### src/hvt_consts.svh
// offsets, field positions, reset values and class codes of the hypervisor trap controls
`ifndef HVT_CONSTS_SVH
`define HVT_CONSTS_SVH
// ==========================================================
// register byte offsets
`define HVT_OFS_CFG_LO     8'h00
`define HVT_OFS_CFG_HI     8'h04
`define HVT_OFS_DBG_CFG    8'h08
`define HVT_OFS_GUEST_CTL  8'h0C
`define HVT_OFS_STATUS     8'h10
// ==========================================================
// hypervisor_config field positions (64-bit register)
`define HVT_BIT_GEN_TRAP   27
`define HVT_BIT_VM_WTRAP   26
`define HVT_BIT_TLB_TRAP   25
`define HVT_BIT_FIQ_ROUTE  3
`define HVT_BIT_IRQ_ROUTE  4
`define HVT_BIT_ABT_ROUTE  5
`define HVT_BIT_HOST_EXT   34
// hyp_debug_config field positions
`define HVT_BIT_DBG_ROM    0
`define HVT_BIT_DBG_OS     1
`define HVT_BIT_DBG_ACC    2
`define HVT_BIT_DBG_EXC    3
// guest control: stage-one translation enable
`define HVT_BIT_STAGE1     0
// ==========================================================
// reset values
`define HVT_RST_CFG        64'h0000_0000_0000_0000
`define HVT_RST_DBG        4'h0
`define HVT_RST_GUEST      1'b0
// ==========================================================
// exception class codes
`define HVT_EC_SYSREG64    6'h18
`define HVT_EC_COPROC_ONE  6'h03
`define HVT_EC_COPROC_TWO  6'h04
`endif

### src/hvt_pkg.sv
// types shared by the hypervisor trap control block
package hvt_pkg;
  // ========================================================
  // privilege levels
  typedef enum logic [1:0] {
    HVT_USER_LEVEL   = 2'b00,
    HVT_GUEST_LEVEL  = 2'b01,
    HVT_HYP_LEVEL    = 2'b10,
    HVT_TOP_LEVEL    = 2'b11
  } hvt_level_e;
  // ========================================================
  // operations offered for checking
  typedef enum logic [3:0] {
    HVT_OP_SYSREG_WR64   = 4'h0,
    HVT_OP_COPROC_SINGLE = 4'h1,
    HVT_OP_COPROC_DOUBLE = 4'h2,
    HVT_OP_TLBI64_LOCAL  = 4'h3,
    HVT_OP_TLBI64_IS     = 4'h4,
    HVT_OP_TLBI64_OS     = 4'h5,
    HVT_OP_TLBI64_RANGE  = 4'h6,
    HVT_OP_TLBI64_RNG_OS = 4'h7,
    HVT_OP_TLBI32        = 4'h8,
    HVT_OP_EXC_RETURN    = 4'h9
  } hvt_op_e;
  // ========================================================
  typedef struct packed {
    logic       valid;
    hvt_op_e    op;
    hvt_level_e level;
    hvt_level_e target;
    logic       guest_32;
  } hvt_req_s;
  typedef struct packed {
    logic       trap;
    logic       undef;
    logic       illegal_ret;
    logic [5:0] exception_class;
  } hvt_resp_s;
  typedef struct packed {
    logic [63:0] hypervisor_config;
    logic [3:0]  hyp_debug_config;
    logic        guest_stage1_enable;
    logic [31:0] rdata;
    hvt_resp_s   resp;
    logic        resp_valid;
    logic [15:0] trap_count;
  } hvt_state_s;
endpackage : hvt_pkg

### src/hvt_eff_field.sv
// one control bit with its effective value under a forced override
`timescale 1ns/1ns
module hvt_eff_field (
  input  wire logic stored_i,
  input  wire logic force_i,
  input  wire logic force_val_i,
  output logic      eff_o
);
  // evaluated from the live register on every use; never held in a cache
  assign eff_o = force_i ? force_val_i : stored_i;
endmodule : hvt_eff_field

### src/hvt_trap_decode.sv
// decides trap, undefined or illegal return for one offered operation
`timescale 1ns/1ns
module hvt_trap_decode
  import hvt_pkg::*;
#(
  parameter bit OS_TLBI_IMPL    = 1'b1,
  parameter bit RANGE_TLBI_IMPL = 1'b1
) (
  input  hvt_req_s  req_i,
  input  wire logic vm_trap_en_i,
  input  wire logic tlb_trap_en_i,
  input  wire logic ret_block_i,
  output hvt_resp_s resp_o
);
  `include "hvt_consts.svh"
  logic guest;
  logic user;
  logic tlbi64;
  logic known;
  assign guest = (req_i.level == HVT_GUEST_LEVEL);
  assign user  = (req_i.level == HVT_USER_LEVEL);
  always_comb begin
    tlbi64 = 1'b0;
    known  = 1'b1;
    case (req_i.op)
      HVT_OP_TLBI64_LOCAL,
      HVT_OP_TLBI64_IS:     tlbi64 = 1'b1;
      HVT_OP_TLBI64_OS:     begin
        tlbi64 = OS_TLBI_IMPL;
        known  = OS_TLBI_IMPL;
      end
      HVT_OP_TLBI64_RANGE:  begin
        tlbi64 = RANGE_TLBI_IMPL;
        known  = RANGE_TLBI_IMPL;
      end
      HVT_OP_TLBI64_RNG_OS: begin
        tlbi64 = OS_TLBI_IMPL & RANGE_TLBI_IMPL;
        known  = OS_TLBI_IMPL & RANGE_TLBI_IMPL;
      end
      default:              tlbi64 = 1'b0;
    endcase
  end
  always_comb begin
    resp_o = '0;
    if (req_i.valid) begin
      case (req_i.op)
        HVT_OP_SYSREG_WR64: begin
          if (guest && !req_i.guest_32 && vm_trap_en_i) begin
            resp_o.trap            = 1'b1;
            resp_o.exception_class = `HVT_EC_SYSREG64;
          end
        end
        HVT_OP_COPROC_SINGLE: begin
          if (guest && req_i.guest_32 && vm_trap_en_i) begin
            resp_o.trap            = 1'b1;
            resp_o.exception_class = `HVT_EC_COPROC_ONE;
          end
        end
        HVT_OP_COPROC_DOUBLE: begin
          if (guest && req_i.guest_32 && vm_trap_en_i) begin
            resp_o.trap            = 1'b1;
            resp_o.exception_class = `HVT_EC_COPROC_TWO;
          end
        end
        HVT_OP_TLBI32: begin
          if (user) begin
            resp_o.undef = 1'b1;
          end else if (guest && req_i.guest_32 && tlb_trap_en_i) begin
            resp_o.trap            = 1'b1;
            resp_o.exception_class = `HVT_EC_COPROC_ONE;
          end
        end
        HVT_OP_EXC_RETURN: begin
          resp_o.illegal_ret = ret_block_i && (req_i.target == HVT_GUEST_LEVEL);
        end
        default: begin
          if (user || !known) begin
            resp_o.undef = 1'b1;
          end else if (guest && !req_i.guest_32 && tlbi64 && tlb_trap_en_i) begin
            resp_o.trap            = 1'b1;
            resp_o.exception_class = `HVT_EC_SYSREG64;
          end
        end
      endcase
    end
  end
endmodule : hvt_trap_decode

### src/hvt_trap_ctrl.sv
// hypervisor trap controls: configuration registers, effective values and trap decisions
//
// The address map and strobed register access are this design's own decisions.
`timescale 1ns/1ns
module hvt_trap_ctrl
  import hvt_pkg::*;
#(
  parameter int ADDR_W          = 8,
  parameter bit OS_TLBI_IMPL    = 1'b1,
  parameter bit RANGE_TLBI_IMPL = 1'b1
) (
  input  wire logic        mclk_i,
  input  wire logic        reset_i,
  // register port
  input  wire logic [ADDR_W-1:0] addr_i,
  input  wire logic [31:0] wdata_i,
  input  wire logic        wr_i,
  input  wire logic        rd_i,
  output logic      [31:0] rdata_o,
  // processor context
  input  wire logic        hyp_enabled_i,
  input  wire logic        exc_to_guest_i,
  // operation check
  input  hvt_req_s         req_i,
  output logic             commit_ok_o,
  output logic             resp_valid_o,
  output hvt_resp_s        resp_o,
  // effective controls
  output logic             route_exc_to_hyp_o,
  output logic             eff_stage1_enable_o,
  output logic             virq_enable_o,
  output logic [3:0]       eff_debug_o,
  output logic [2:0]       eff_route_o,
  output logic             host_support_o
);
  `include "hvt_consts.svh"
  // ==========================================================
  // parameter check, refused at elaboration so a bad map never reaches simulation
  if (ADDR_W < 5) begin : g_addr_w_check
    $error("hvt_trap_ctrl: ADDR_W too small for the register map");
  end
  // ==========================================================
  // state
  hvt_state_s state;
  hvt_state_s next_state;
  logic       gen_trap;
  logic       host_ext;
  logic       gen_active;
  logic       vm_trap_en;
  logic       tlb_trap_en;
  logic [3:0] dbg_stored;
  logic [2:0] route_stored;
  hvt_resp_s  dec_resp;
  logic [7:0] ofs;
  assign ofs        = 8'(addr_i);
  assign gen_trap   = state.hypervisor_config[`HVT_BIT_GEN_TRAP];
  assign host_ext   = state.hypervisor_config[`HVT_BIT_HOST_EXT];
  // only counts where the hypervisor level is enabled
  assign gen_active = gen_trap && hyp_enabled_i;
  // general trap masks the two finer traps for every purpose but a read
  assign vm_trap_en  = hyp_enabled_i && !gen_trap && state.hypervisor_config[`HVT_BIT_VM_WTRAP];
  assign tlb_trap_en = hyp_enabled_i && !gen_trap && state.hypervisor_config[`HVT_BIT_TLB_TRAP];
  // ==========================================================
  // effective values
  assign route_exc_to_hyp_o  = gen_active && exc_to_guest_i;
  assign eff_stage1_enable_o = state.guest_stage1_enable && !gen_active;
  assign virq_enable_o       = !gen_active;
  assign host_support_o      = host_ext;
  assign dbg_stored   = state.hyp_debug_config;
  assign route_stored = {state.hypervisor_config[`HVT_BIT_ABT_ROUTE],
                         state.hypervisor_config[`HVT_BIT_IRQ_ROUTE],
                         state.hypervisor_config[`HVT_BIT_FIQ_ROUTE]};
  genvar gi;
  generate
    for (gi = 0; gi < 4; gi++) begin : g_dbg
      hvt_eff_field u_dbg (
        .stored_i    (dbg_stored[gi]),
        .force_i     (gen_active),
        .force_val_i (1'b1),
        .eff_o       (eff_debug_o[gi])
      );
    end
    for (gi = 0; gi < 3; gi++) begin : g_route
      // effective routing follows the bit alone, as the hypervisor-enable gate is not stated for it
      hvt_eff_field u_route (
        .stored_i    (route_stored[gi]),
        .force_i     (gen_trap),
        .force_val_i (!host_ext),
        .eff_o       (eff_route_o[gi])
      );
    end
  endgenerate
  // ==========================================================
  // trap decision
  hvt_trap_decode #(
    .OS_TLBI_IMPL    (OS_TLBI_IMPL),
    .RANGE_TLBI_IMPL (RANGE_TLBI_IMPL)
  ) u_decode (
    .req_i         (req_i),
    .vm_trap_en_i  (vm_trap_en),
    .tlb_trap_en_i (tlb_trap_en),
    .ret_block_i   (gen_active),
    .resp_o        (dec_resp)
  );
  // the commit gate is combinational so a trapped operation is stopped before it retires
  assign commit_ok_o = req_i.valid && !dec_resp.trap && !dec_resp.undef && !dec_resp.illegal_ret;
  // ==========================================================
  // next state
  always_comb begin
    next_state            = state;
    next_state.rdata      = 32'h0000_0000;
    next_state.resp_valid = req_i.valid;
    next_state.resp       = dec_resp;
    if (dec_resp.trap && (state.trap_count != 16'hFFFF)) begin
      next_state.trap_count = state.trap_count + 16'h0001;
    end
    // a guest write to stage-one enable lands only when not trapped
    if (commit_ok_o && (req_i.op == HVT_OP_SYSREG_WR64) && req_i.level == HVT_GUEST_LEVEL) begin
      next_state.guest_stage1_enable = 1'b1;
    end
    if (wr_i) begin
      if (ofs == `HVT_OFS_CFG_LO) begin
        next_state.hypervisor_config[31:0] = wdata_i;
      end else if (ofs == `HVT_OFS_CFG_HI) begin
        next_state.hypervisor_config[63:32] = wdata_i;
      end else if (ofs == `HVT_OFS_DBG_CFG) begin
        next_state.hyp_debug_config = wdata_i[3:0];
      end else if (ofs == `HVT_OFS_GUEST_CTL) begin
        next_state.guest_stage1_enable = wdata_i[`HVT_BIT_STAGE1];
      end else if (ofs == `HVT_OFS_STATUS) begin
        next_state.trap_count = 16'h0000;
      end
    end
    if (rd_i) begin
      // direct reads return stored values, never the forced ones
      if (ofs == `HVT_OFS_CFG_LO) begin
        next_state.rdata = state.hypervisor_config[31:0];
      end else if (ofs == `HVT_OFS_CFG_HI) begin
        next_state.rdata = state.hypervisor_config[63:32];
      end else if (ofs == `HVT_OFS_DBG_CFG) begin
        next_state.rdata = {28'h0000000, state.hyp_debug_config};
      end else if (ofs == `HVT_OFS_GUEST_CTL) begin
        next_state.rdata = {31'h00000000, state.guest_stage1_enable};
      end else if (ofs == `HVT_OFS_STATUS) begin
        next_state.rdata = {state.trap_count, 6'h00, gen_active, host_ext,
                            2'b00, state.resp.exception_class};
      end else begin
        next_state.rdata = 32'h0000_0000;
      end
    end
  end
  // ==========================================================
  // registers
  always_ff @(posedge mclk_i) begin
    if (reset_i) begin
      // architecturally any value is allowed; zero is chosen so simulation starts defined
      state.hypervisor_config   <= `HVT_RST_CFG;
      state.hyp_debug_config    <= `HVT_RST_DBG;
      state.guest_stage1_enable <= `HVT_RST_GUEST;
      state.rdata               <= 32'h0000_0000;
      state.resp                <= '0;
      state.resp_valid          <= 1'b0;
      state.trap_count          <= 16'h0000;
    end else begin
      state <= next_state;
    end
  end
  assign rdata_o      = state.rdata;
  assign resp_o       = state.resp;
  assign resp_valid_o = state.resp_valid;
endmodule : hvt_trap_ctrl

### config.mk
export PLATFORM = sky130hd
export DESIGN_NAME = hvt_trap_ctrl
export DESIGN_NICKNAME = d
export VERILOG_FILES = /design/src/hvt_pkg.sv /design/src/hvt_eff_field.sv /design/src/hvt_trap_decode.sv /design/src/hvt_trap_ctrl.sv
export VERILOG_INCLUDE_DIRS = /design/src
export SDC_FILE = /design/constraint.sdc
export NUM_CORES = 1
export LEC_CHECK = 0
export BUFFER_PORTS_ARGS = -buffer_cell sky130_fd_sc_hd__buf_2
export CAP_MARGIN = 30
export CORE_MARGIN = 3
export CORE_UTILIZATION = 50
export CTS_BUF_LIST = sky130_fd_sc_hd__clkbuf_16
export CTS_CLUSTER_DIAMETER = 50
export DETAILED_ROUTE_END_ITERATION = 8
export GPL_TIMING_DRIVEN = 0
export PLACE_DENSITY = 0.79
export SLEW_MARGIN = 20
export SYNTH_ARGS = -nofsm -noshare
export SYNTH_HDL_FRONTEND = slang
export SYNTH_SLANG_ARGS = --single-unit
### constraint.sdc
create_clock -name mclk_i -period 2.6 [get_ports mclk_i]
set_input_delay 0.39 -clock mclk_i [delete_from_list [all_inputs] [get_ports mclk_i]]
set_output_delay 0.39 -clock mclk_i [all_outputs]
set_load 0.005 [all_outputs]
After elaboration in Yosys (flattened, before gate mapping)
Index checks and enable logic that the tools add are counted.
{"block": "op_classes", "reduce_logical": 38, "muxes": 45, "bitwise": 4, "eq_ne": 16, "n_addsub": 1}
{"cell": "$mux 32", "n": 5}
{"cell": "$mux 16", "n": 7}
{"cell": "$pmux 6 s5", "n": 1}
{"cell": "$mux 1", "n": 23}
{"cell": "$logic_and 1x1->1", "n": 20}
{"cell": "$add 16x1->16 const B", "n": 1}
{"cell": "$eq 4x3->1 const B", "n": 4}
{"cell": "$eq 8x4->1 const B", "n": 2}
{"cell": "$ne 16x16->1 const B", "n": 1}
{"cell": "$mux 6", "n": 2}
{"cell": "$mux 5", "n": 2}
{"cell": "$mux 9", "n": 1}
{"cell": "$eq 4x2->1 const B", "n": 2}
{"cell": "$eq 4x4->1 const B", "n": 2}
{"cell": "$eq 8x3->1 const B", "n": 1}
{"cell": "$eq 8x5->1 const B", "n": 1}
{"cell": "$logic_not 8->1", "n": 1}
{"cell": "$logic_not 1->1", "n": 7}
{"cell": "$reduce_or 2->1", "n": 3}
{"cell": "$reduce_or 5->1", "n": 1}
{"cell": "$eq 2x1->1 const B", "n": 2}
{"cell": "$eq 4x1->1 const B", "n": 1}
{"cell": "$logic_not 4->1", "n": 1}
{"cell": "$mux 2", "n": 2}
{"cell": "8 further kinds", "n": 11}
{"block": "word_totals", "in_bits": 56, "word_cells": 115, "regBits": 127, "out_inout_bits": 54}

Depth between registers and ports, before layout
Gate-level depths: netlist (run 1).
{"block": "logic_depth", "word_depth": 21, "depth_mapped": 8, "depth_no_buf": 6}

Cells and area by module
A second synthesis (run 1) with hierarchy kept.
{"block": "hier_totals", "hier_cells": 695, "hier_area_um2": 5711.7}
{"module": "hvt_trap_ctrl", "seq_area_each_um2": 2542.4, "cells_each": 658, "area_each_um2": 5402.7, "n_inst": 1}
{"module": "hvt_trap_decode", "seq_area_each_um2": 0.0, "cells_each": 30, "area_each_um2": 203.9, "n_inst": 1}
{"module": "hvt_eff_field", "seq_area_each_um2": 0.0, "cells_each": 1, "area_each_um2": 15.0, "n_inst": 7}

Worst setup path after synthesis (run 1)
No wires, ideal clock.
{"block": "synth_path", "path_type": "input port to flip-flop", "startpoint": "in req_i[4] (netlist bit)", "endpoint": "reg state[5] (netlist bit)", "arrival_time_ns": 1.847, "setup_ns": 0.121, "n_path_buf": 1, "stages": 6, "path_slack_ns": 0.632, "t_required_ns": 2.479, "path_cell_list": "nand2b_4 -> or3b_4 -> o22a_1 -> buf_6 -> nor4_1 -> mux2_2"}
{"block": "synth_via", "elab_chain_cells": 16, "elab_cells_between_ends": 25, "classes_between": "eq/ne: 1; mux: 15; reduce/logical: 9"}
{"item": "start, declared", "line": "hvt_trap_ctrl.sv:24", "rtl": "input hvt_req_s req_i,"}
{"item": "$eq 2x1->1", "line": "hvt_trap_decode.sv:20", "rtl": "assign guest = (req_i.level == HVT_GUEST_LEVEL);"}
{"item": "$logic_and 1x1->1", "line": "hvt_trap_decode.sv:48, hvt_trap_decode.sv:79"}
{"item": "$logic_and 1x1->1 (2 in series)", "line": "hvt_trap_decode.sv:79", "rtl": "end else if (guest && !req_i.guest_32 && tlbi64 && tlb_trap_en_i) begin"}
{"item": "$mux 1", "line": "hvt_trap_decode.sv:79"}
{"item": "$mux 1", "line": "hvt_trap_decode.sv:77", "rtl": "if (user || !known) begin"}
{"item": "$pmux 1 s4 (*)", "line": "hvt_trap_decode.sv:46", "rtl": "case (req_i.op)"}
{"item": "$mux 9 (*)", "line": "hvt_trap_decode.sv:45", "rtl": "if (req_i.valid) begin"}
{"item": "$logic_and 1x1->1 (*)", "line": "hvt_trap_ctrl.sv:114", "rtl": "if (dec_resp.trap && (state.trap_count != 16'hFFFF)) begin"}
{"item": "$mux 16 (*)", "line": "hvt_trap_ctrl.sv:114"}
{"item": "$mux 16", "line": "hvt_trap_ctrl.sv:130", "rtl": "end else if (ofs == `HVT_OFS_STATUS) begin"}
{"item": "$mux 16", "line": "hvt_trap_ctrl.sv:128", "rtl": "end else if (ofs == `HVT_OFS_GUEST_CTL) begin"}
{"item": "$mux 16", "line": "hvt_trap_ctrl.sv:126", "rtl": "end else if (ofs == `HVT_OFS_DBG_CFG) begin"}
{"item": "$mux 16", "line": "hvt_trap_ctrl.sv:124", "rtl": "end else if (ofs == `HVT_OFS_CFG_HI) begin"}
{"item": "$mux 16", "line": "hvt_trap_ctrl.sv:122", "rtl": "if (ofs == `HVT_OFS_CFG_LO) begin"}
{"item": "$mux 16 (*)", "line": "hvt_trap_ctrl.sv:121", "rtl": "if (wr_i) begin"}
{"item": "end signal, assigned", "line": "hvt_trap_ctrl.sv:165", "rtl": "state <= next_state;"}
{"item": "end, declared", "line": "hvt_trap_ctrl.sv:44", "rtl": "hvt_state_s state;"}
Every way passes the cells marked *; elsewhere a longest branch is shown, timed or not.
A chain may end at the register's enable or synchronous reset.

Final worst setup path (run 1)
{"block": "layout_path", "startpoint": "reg state[1] (netlist bit)", "endpoint": "reg state[5] (netlist bit)"}
{"block": "layout_via", "elab_chain_cells": 9, "elab_cells_between_ends": 10, "classes_between": "add/sub: 1; eq/ne: 1; mux: 7; reduce/logical: 1"}
{"item": "branches (longest 2 deep; another with $add 16x1->16)"}
{"item": "$mux 16 (*)", "line": "hvt_trap_ctrl.sv:114"}
{"item": "$mux 16", "line": "hvt_trap_ctrl.sv:130"}
{"item": "$mux 16", "line": "hvt_trap_ctrl.sv:128"}
{"item": "$mux 16", "line": "hvt_trap_ctrl.sv:126"}
{"item": "$mux 16", "line": "hvt_trap_ctrl.sv:124"}
{"item": "$mux 16", "line": "hvt_trap_ctrl.sv:122"}
{"item": "$mux 16 (*)", "line": "hvt_trap_ctrl.sv:121"}
Every way passes the cells marked *.

==> flow_summary.ini, run 1 <==
[job]
maxCapViolCount = 0

[global_route]
grt_max_degree = 17
first_global_vias = 5323
grt_antenna_before_repair = 0
groute.usage.overall = 0.244
grt_pass1_wl_mm = 25.2
grt.overflow.total = 0

[placement]
io_buffers = 105
dp_hpwl_mm = 10.8
pre_cts_ws_ps = 110
numPlacedInstances = 925
gpl.final_weighted_congestion = 0.902

[logic_synthesis]
synth_top_area_cell = sky130_fd_sc_hd__dfxtp_1
synth.top_cell.area_share = 0.446
netlist_instances = 684
synth_edf_count = 0
synth.cell_area_um2 = 5570
yosysWarnings = 0
dominantRegCellSynth = sky130_fd_sc_hd__dfxtp_1
synth.lib_cells_used.distinct = 53
postSynthAreaPerCell_um2 = 8.14
async_flop_share = 0
synth-seq-cells = 124
synth.top_cells.by_area = sky130_fd_sc_hd__dfxtp_1 (45%), sky130_fd_sc_hd__nand2_1 (11%), sky130_fd_sc_hd__a21oi_1 (8.4%)
yosysSeqAreaShare = 0.446
syn_nets = 741

[die]
core.rowCount = 37
design.portCount = 110
fp.dieH_um = 112
starting_density_of_the_core = 0.528
floorplan.die.width_um = 112
dieArea_um2 = 12400
core_region_area_um2 = 10600

[timing]
relSlewSlack = 0.501
finalHoldViolCount = 0
totalNegativeSetupSlack_ps = 0
fin_worst_hold_slack_ps = 203
drv_slew = 0
slew_at_the_pin_with_the_worst_max_slew_slack_ps = 749
timing.final.setup_violations = 0
timing.fmax_ghz = 0.429
rsz_0062_raised_after_global_routing = no
min_period_ps = 2330
finalWorstSetupSlack_ps = 271
timing.final.crit_share = 0.896
final.setup_skew_ps = 7.00

[critical_path]
critPathSlowestCell = sky130_fd_sc_hd__dfxtp_1
slowest_delay_ps = 420
path_buf_inv = 2
worst_ep_arrival_time_ps = 2620
cpLargestDelayFamily = simple AND/OR/NAND/NOR gates
worst_ep_required_time_ps = 2900
timing_worst_setup_path_type = reg -> reg
critical_path_source_type = flop
reg2reg_slack_ps = 270
number_of_cell_instances_on_the_worst_register_to_register_path = 8
worstSetupEndpointType = flop
timing.critical_path.depth = 8
critPathMaxFanout = 10
cp_cell_sequence = ha_1, nand2_1, or3_1, clkbuf_1, o21ai_2, buf_2, nor4_1, mux2_2

[status]
status = finished, final reports clean

[routing]
drt_iter0_markers = 447
drt_drc_violations_left = 0
met2WireLength_mm = 7.49
vias_after_detailed_routing = 5438
detailroute.wirelength.met3_mm = 1.26
top_layer_reached_by_signal_wires = met4
route.detailed.vias_per_inst = 5.68
dr_pass1_iterations = 8
route.layer.met1.wl_mm = 6.31
routed_wl_mm = 15.5
route.antenna.remaining_nets = 0
detail_routed_net_length_per_standard_cell_um = 16.1

[pwr]
power_density_nw_per_um2 = 653
leakage_nw = 2.75
finalPower_mw = 4.48
power.ir.vdd_worst_uv = 470

[finish]
layoutNonFillerInstCount = 957
drive_gt1_frac = 0.259
filler_cell_count = 859
multi_input_logic_area_um2 = 2490
nets = 865
antenna-diode-count = 0
area_delta_synth_final_pct = 23.2
ff_latch_area_um2 = 2480

[clock_tree]
cts_hold_repair.buffers = 0
cts_post_setup_buffers_inserted = 0
clock_latency_ps = 410
cts_resizes = 0
clk_pin_slew_worst_paths_ps = 60
cts.sinks = 124
clk_path_buf_depth = 2
numCtsBuffers = 17
clock_tree_root_driver_cell = sky130_fd_sc_hd__clkbuf_16
cts_max_level = 4
tritoncts = done

[hold_path]
timing.hold.worst_path_depth = 2
timing.hold.worst.class = in -> reg
==> report_power, final <==
group,leakage (nW),switching [mW],internal [mW]
sequential,0.999,0.00126,1.90
clock,0.291,0.876,1.50
combinational,1.46,0.128,0.0655
==> registers in the layout, indices dropped and copies added (netlist names) <==
| register | flops |
|---|---|
| resp_valid_o | 1 |
| gen_trap | 1 |
| host_support_o | 1 |
| rdata_o | 32 |
| dbg_stored | 4 |
| state | 76 |
| resp_o | 6 |
| route_stored | 3 |
==> layer usage <==
metal  global-route usage  up-vias
li1                     -     2567
met4                0.101        0
met3               0.0462       44
met2                0.415      278
met1                0.304     2549
met5                    0        -
==> kinds of logic after synthesis <==
group / Yosys count / share of synthesized area
buffers and inverters: 96 / 0.107
AOI/OAI and AO/OA: 144 / 0.163
DFF: 124 / 0.446
other: 1 / 0.000673
xor gates and xnor gates: 1 / 0.00157
muxes: 20 / 0.0364
and+or+nand+nor: 297 / 0.243
adders and majority gates: 1 / 0.00225
==> final cells by class <==
| type | count | area share |
|---|---|---|
| Multi-Input combinational cell | 464 | 0.363 |
| Sequential cell | 124 | 0.362 |
| Buffer | 91 | 0.0844 |
| Timing Repair Buffer | 105 | 0.0766 |
| Clock buffer | 17 | 0.0620 |
| Clock inverter | 15 | 0.0250 |
| Tap cell | 136 | 0.0248 |
| Inverter | 5 | 0.00274 |
==> synthesized netlist by cell type (all sizes together), types with 9 or more instances <==
library cell / number
clkbuf: 27
dfxtp: 124
nor2: 60
mux2i: 18
buf: 64
nand3: 12
o31ai: 9
nand2: 161
a21oi: 94
or4: 11
a2111oi: 17
==> worst paths after layout <==
kind | startpoint | end
min reg2reg | state[70] | state[70]
max | state[1] | state[5]
max reg2reg | state[1] | state[5]
min | req_i[6] | resp_o[1]
==> worst register-to-register path, stage by stage, from the launching register on <==
cell                       delay, ps
sky130_fd_sc_hd__dfxtp_1         420
sky130_fd_sc_hd__ha_1            290
sky130_fd_sc_hd__nand2_1         130
sky130_fd_sc_hd__or3_1           390
sky130_fd_sc_hd__clkbuf_1        200
sky130_fd_sc_hd__o21ai_2         210
sky130_fd_sc_hd__buf_2           240
sky130_fd_sc_hd__nor4_1           80
sky130_fd_sc_hd__mux2_2          260
==> cell usage in the layout (no fill, tap or decap), types with 3 or more instances in the layout <==
cell type,count
sky130_fd_sc_hd__nand2b_1,5
sky130_fd_sc_hd__buf_2,112
sky130_fd_sc_hd__inv_1,4
sky130_fd_sc_hd__and2_1,3
sky130_fd_sc_hd__or3_1,7
sky130_fd_sc_hd__nand3_1,12
sky130_fd_sc_hd__o31ai_1,9
sky130_fd_sc_hd__inv_6,3
sky130_fd_sc_hd__nor3_1,6
sky130_fd_sc_hd__a2111oi_2,7
sky130_fd_sc_hd__a2111oi_0,10
sky130_fd_sc_hd__a211oi_1,3
sky130_fd_sc_hd__or4_1,10
sky130_fd_sc_hd__clkbuf_16,17
sky130_fd_sc_hd__buf_6,5
sky130_fd_sc_hd__and4_1,3
sky130_fd_sc_hd__mux2i_1,18
sky130_fd_sc_hd__bufinv_16,3
sky130_fd_sc_hd__a21oi_1,94
sky130_fd_sc_hd__o211ai_1,3
sky130_fd_sc_hd__nor4_1,3
sky130_fd_sc_hd__nor2b_1,5
sky130_fd_sc_hd__nand2_1,160
sky130_fd_sc_hd__nor2_1,60
sky130_fd_sc_hd__and3_1,4
sky130_fd_sc_hd__dfxtp_1,124
sky130_fd_sc_hd__clkbuf_1,27
sky130_fd_sc_hd__o21ai_0,6
sky130_fd_sc_hd__clkinv_1,4
sky130_fd_sc_hd__buf_4,51
sky130_fd_sc_hd__clkinv_4,3
sky130_fd_sc_hd__nand4_1,7
==> stage by stage <==
| stage | util | cell area (µm²) |
|---|---|---|
| 3_5_place_dp | 0.594 | 6260 |
| 4_1_cts | 0.650 | 6860 |
| 5_1_grt | 0.650 | 6860 |
| 3_3_place_gp | 0.594 | 6260 |
| 6_report | 0.650 | 6860 |
| 2_1_floorplan | - | 5570 |
Power figures use the tool's default switching activity.
==> run 2: changes to the inputs <==
==> constraint.sdc (replaced) <==
create_clock -name mclk_i -period 2.6 [get_ports mclk_i]
set_input_delay 0.13 -clock mclk_i [delete_from_list [all_inputs] [get_ports mclk_i]]
set_output_delay 0.13 -clock mclk_i [all_outputs]
set_load 0.005 [all_outputs]
==> run 2 against run 1 <==
- register-to-register slack worse by 40 ps
- via count is 3.3% higher
- first-iteration DRC count is 10% higher
- die area stayed put
- combinational power is 22% higher
- global-route usage is 1.1 points higher
- largest cell class unchanged
- non-clock buffer count is 34 higher
- core utilization is 3.2 points higher
==> flow_summary.ini, run 2 (synthesis gave the netlist of run 1 again) <==
[status]
status = finished, final reports clean

[critical_path]
critPathSlowestCell = sky130_fd_sc_hd__dfxtp_1
critPathMaxFanout = 10
cp_cell_sequence = ha_1, nand2_1, or3_1, clkbuf_1, o21ai_2, buf_2, nor4_1, mux2_2
reg2reg_to = state[5]
number_of_cell_instances_on_the_worst_register_to_register_path = 8
timing.critical_path.depth = 8
slowest_delay_ps = 430
worst_ep_required_time_ps = 2900
critical_path_source_type = flop
reg2reg_slack_ps = 230
path_buf_inv = 2
timing_worst_setup_path_type = reg -> reg
cpLargestDelayFamily = simple AND/OR/NAND/NOR gates
worstSetupEndpointType = flop
worstSetupStartpoint = state[0]
critical_path.reg2reg.startpoint = state[0]
worst_ep_arrival_time_ps = 2670

[finish]
layoutNonFillerInstCount = 992
drive_gt1_frac = 0.249
nets = 899
largest_register_ffs = 76
final_common_cell = sky130_fd_sc_hd__nand2_1
area_delta_synth_final_pct = 29.4
final_cell_mix = sky130_fd_sc_hd__nand2_1 (160), sky130_fd_sc_hd__dfxtp_1 (124), sky130_fd_sc_hd__buf_2 (112)
top_register = state
fin_util = 0.683

[timing]
timing.final.setup_violations = 0
timing.fmax_ghz = 0.422
relSlewSlack = 0.483
min_period_ps = 2370
drv_slew = 0
slew_at_the_pin_with_the_worst_max_slew_slack_ps = 776
totalNegativeSetupSlack_ps = 0
finalHoldViolCount = 0
rsz_0062_raised_after_global_routing = no
final.setup_skew_ps = 5.56
timing.final.crit_share = 0.911

[global_route]
grt_max_degree = 17
grt_antenna_before_repair = 1
groute.usage.overall = 0.256
grt.overflow.total = 0
grt_pass1_wl_mm = 26.2
first_global_vias = 5544

[placement]
io_buffers = 105
dp_hpwl_mm = 10.8
gpl.final_weighted_congestion = 0.902
numPlacedInstances = 925

[routing]
dr_pass1_iterations = 5
route.detailed.vias_per_inst = 5.66
drt_iter0_markers = 492
drt_drc_violations_left = 0
vias_after_detailed_routing = 5618
routed_wl_mm = 16.2
detail_routed_net_length_per_standard_cell_um = 16.3
route.antenna.remaining_nets = 0

[die]
dieArea_um2 = 12400
core_region_area_um2 = 10600
design.portCount = 110
fp.dieH_um = 112
core.rowCount = 37
floorplan.die.width_um = 112
starting_density_of_the_core = 0.528

[pwr]
power.ir.vdd_worst_uv = 477
power_density_nw_per_um2 = 628
power.net_switching_mw = 1.02
cell_internal_pwr_mw = 3.51
finalPower_mw = 4.52
comb_power_share = 0.052
leakage_nw = 2.89
power.clock.fraction = 0.527
pwr-share-seq = 0.421
netSwitchingFraction = 0.225

[clock_tree]
clock_tree_root_driver_cell = sky130_fd_sc_hd__clkbuf_16
clk_path_buf_depth = 2
clk_pin_slew_worst_paths_ps = 60
cts_max_level = 4
tritoncts = done
cts_resizes = 0
numCtsBuffers = 17
clock_latency_ps = 410
cts.sinks = 124

[hold_path]
timing.hold.worst.class = in -> reg
worstHoldStart = req_i[4]
timing.hold.worst_endpoint = resp_o[7]
timing.hold.worst_path_depth = 3

[job]
maxCapViolCount = 0
[run 2: metal layers]
layer  GRT usage  wire length (µm)
met1       0.313              6490
met2       0.429              7830
met3      0.0543              1330
met4       0.122               504
met5           0                 0
[run 2: worst max-delay path by stage]
stage                              to  slack, ps
final                        state[5]        230
after global routing         state[5]        130
after CTS                    state[5]        320
after detailed placement  rdata_o[27]        370
after global placement    rdata_o[27]        440
after floorplan              state[5]        650
[run 2: cell type report]
class	count	area (µm²)
clock buffer	17	425
multi-input combinational	464	2490
sequential	124	2480
buffer	91	579
clock inverter	15	171
timing repair buffer	139	866
inverter	5	18.8
fill	811	3350
tap	136	170
antenna	1	2.50
[run 2: worst min-delay path, cell delays in order]
cell,delay [ps]
sky130_fd_sc_hd__buf_2,90
sky130_fd_sc_hd__or3_1,110
sky130_fd_sc_hd__nor3b_1,40
[run 2: metrics by stage]
stage	hold WS [ps]	area [µm²]	worst slack, ps
6_report	5.04	7200	231
5_1_grt	35.5	7200	131
4_1_cts	3.16	7200	324
3_5_place_dp	363	6260	370
3_3_place_gp	358	6260	437
2_1_floorplan	266	5570	649
[run 2: what timing repair did]
item                                   CTS  global route
hold buffers                            34             0
buffers inserted                         0             0
endpoints found under the hold margin   58             0
setup endpoints to repair                0             0
[run 2: power groups by stage]
stage / Sequential, mW / Clock, mW / Combinational (mW)
2_1_floorplan: 1.95 / 0 / 0.0906
3_3_place_gp: 1.95 / 0 / 0.182
3_5_place_dp: 1.95 / 0 / 0.186
4_1_cts: 1.90 / 2.39 / 0.228
5_1_grt: 1.90 / 2.50 / 0.251
6_report: 1.90 / 2.38 / 0.235
==> run 3: changes to the inputs <==
Settings changed: PLACE_DENSITY 0.79 to 0.81, REMOVE_ABC_BUFFERS set to 1.
==> run 3 against run 2 <==
- flip-flop and latch count unchanged
- clock-buffer cell count is the same
- highest routed layer unchanged
- critical path type unchanged
- die area did not move
- combinational power is 11% lower
- via count down 11%
- final cell count fell by 9.0%
- critical endpoint unchanged
- wire length fell by 14%
- total power decreased by 3.1%
- core utilization fell by 5.4 points
==> flow_summary.ini, run 3 (synthesis gave the netlist of run 1 again) <==
[clock_tree]
clk_path_buf_depth = 2
cts_max_level = 4
clock_latency_ps = 420
clock_tree_root_driver_cell = sky130_fd_sc_hd__clkbuf_16
cts.sinks = 124
clk_pin_slew_worst_paths_ps = 60
cts_resizes = 0
tritoncts = done
numCtsBuffers = 17

[timing]
fin_worst_hold_slack_ps = 35.7
final.setup_skew_ps = 6.30
timing.fmax_ghz = 0.442
slew_at_the_pin_with_the_worst_max_slew_slack_ps = 954
min_period_ps = 2260
finalHoldViolCount = 0
relSlewSlack = 0.364
rsz_0062_raised_after_global_routing = no
timing.final.setup_violations = 0
drv_slew = 0
timing.final.crit_share = 0.870

[critical_path]
critical_path_source_type = flop
number_of_cell_instances_on_the_worst_register_to_register_path = 6
critical_path.reg2reg.startpoint = state[1]
timing_worst_setup_path_type = reg -> reg
worstSetupEndpointType = flop
worst_ep_arrival_time_ps = 2560
cpLargestDelayFamily = simple AND/OR/NAND/NOR gates
critPathMaxFanout = 12
reg2reg_to = state[5]
slowest_delay_ps = 510
critPathSlowestCell = sky130_fd_sc_hd__or3_1
cp_cell_sequence = ha_1, nand2_1, or3_1, o21ai_2, nor4_1, mux2_2
reg2reg_slack_ps = 340
worst_ep_required_time_ps = 2900
path_buf_inv = 0

[pwr]
power_density_nw_per_um2 = 660
power.ir.vdd_worst_uv = 440
leakage_nw = 2.52

[die]
core_region_area_um2 = 10600
floorplan.die.width_um = 112
starting_density_of_the_core = 0.528
design.portCount = 110
fp.dieH_um = 112
core.rowCount = 37
dieArea_um2 = 12400

[routing]
top_layer_reached_by_signal_wires = met4
route.layer.met1.wl_mm = 5.67
drt_iter0_markers = 339
detail_routed_net_length_per_standard_cell_um = 15.4
route.antenna.remaining_nets = 0
route.detailed.vias_per_inst = 5.56
detailroute.wirelength.met3_um = 844
drt_drc_violations_left = 0
dr_pass1_iterations = 5
vias_after_detailed_routing = 5018
routed_wl_mm = 14.0
met2WireLength_mm = 7.17

[global_route]
first_global_vias = 4906
groute.usage.overall = 0.222
grt_pass1_wl_mm = 23.0
grt.overflow.total = 0
grt_antenna_before_repair = 0
grt_max_degree = 76

[finish]
nets = 811
final_common_cell = sky130_fd_sc_hd__nand2_1
area_delta_synth_final_pct = 19.2
largest_register_ffs = 76
layoutNonFillerInstCount = 903
drive_gt1_frac = 0.210
final_cell_mix = sky130_fd_sc_hd__nand2_1 (160), sky130_fd_sc_hd__dfxtp_1 (124), sky130_fd_sc_hd__buf_2 (107)
top_register = state
antenna-diode-count = 0

[hold_path]
worstHoldStart = req_i[4]
timing.hold.worst_endpoint = resp_o[7]
timing.hold.worst.class = in -> reg
timing.hold.worst_path_depth = 3

[status]
status = finished, final reports clean

[placement]
gpl.final_weighted_congestion = 0.910
io_buffers = 108
numPlacedInstances = 838
dp_hpwl_mm = 8.81

[job]
maxCapViolCount = 0
run 3: changes by cell type in the layout (fill, tap and decap cells not counted), sizes merged:
cell         change
diode            -1
clkinv           -5
dlygate4sd3      -1
buf             -60
bufinv           -2
clkinvlp         +2
inv              +5
clkbuf          -27
run 3: worst max-delay path by stage:
stage / endpoint / startpoint / cells after the start / slack [ps]
final: state[5] / state[1] / 6 / 340
after global routing: state[5] / state[1] / 6 / 180
after CTS: state[5] / state[1] / 6 / 350
after detailed placement: state[116] / addr_i[2] / 5 / 70
after global placement: state[99] / addr_i[2] / 5 / -340
after floorplan: host_support_o / addr_i[1] / 5 / 640
run 3: layout make-up:
class,count,area [µm²]
Clock buffer,17,425
Clock inverter,15,151
Fill cell,884,3920
Inverter,5,18.8
Multi-Input combinational cell,464,2500
Sequential cell,124,2480
Tap cell,136,170
Timing Repair Buffer,142,888
run 3: worst min-delay path: cells and delay by family:
| family | cells | cell delay (ps) |
|---|---|---|
| AND/OR/NAND/NOR | 2 | 180 |
| buffers and inverters | 1 | 90 |
run 3: power by group:
| part | switching [mW] | total [mW] | internal [mW] |
|---|---|---|---|
| combinational | 0.118 | 0.210 | 0.0912 |
| clock | 0.926 | 2.27 | 1.34 |
| sequential | 0.00125 | 1.90 | 1.90 |
| total | 1.05 | 4.38 | 3.34 |
run 3: what timing repair did:
item,in CTS,in global routing
hold endpoints to repair,65,0
setup buffers,0,0
hold buffers,33,0
run 3: per-layer routing:
layer | vias up | GRT usage
met5 | - | 0
met2 | 188 | 0.397
li1 | 2445 | -
met1 | 2354 | 0.257
met4 | 0 | 0.0933
met3 | 31 | 0.0457
run 3: metrics by stage:
stage | power, mW | util | setup TNS (ps) | setup WS [ps] | instance area, µm²
6_report | 4.38 | 0.629 | 0 | 337 | 6640
5_1_grt | 4.51 | 0.629 | 0 | 183 | 6640
2_1_floorplan | 2.00 | - | 0 | 644 | 4990
3_5_place_dp | 2.11 | 0.543 | 0 | 68.9 | 5730
3_3_place_gp | 2.11 | 0.540 | -14690 | -342 | 5700
4_1_cts | 4.41 | 0.629 | 0 | 348 | 6640
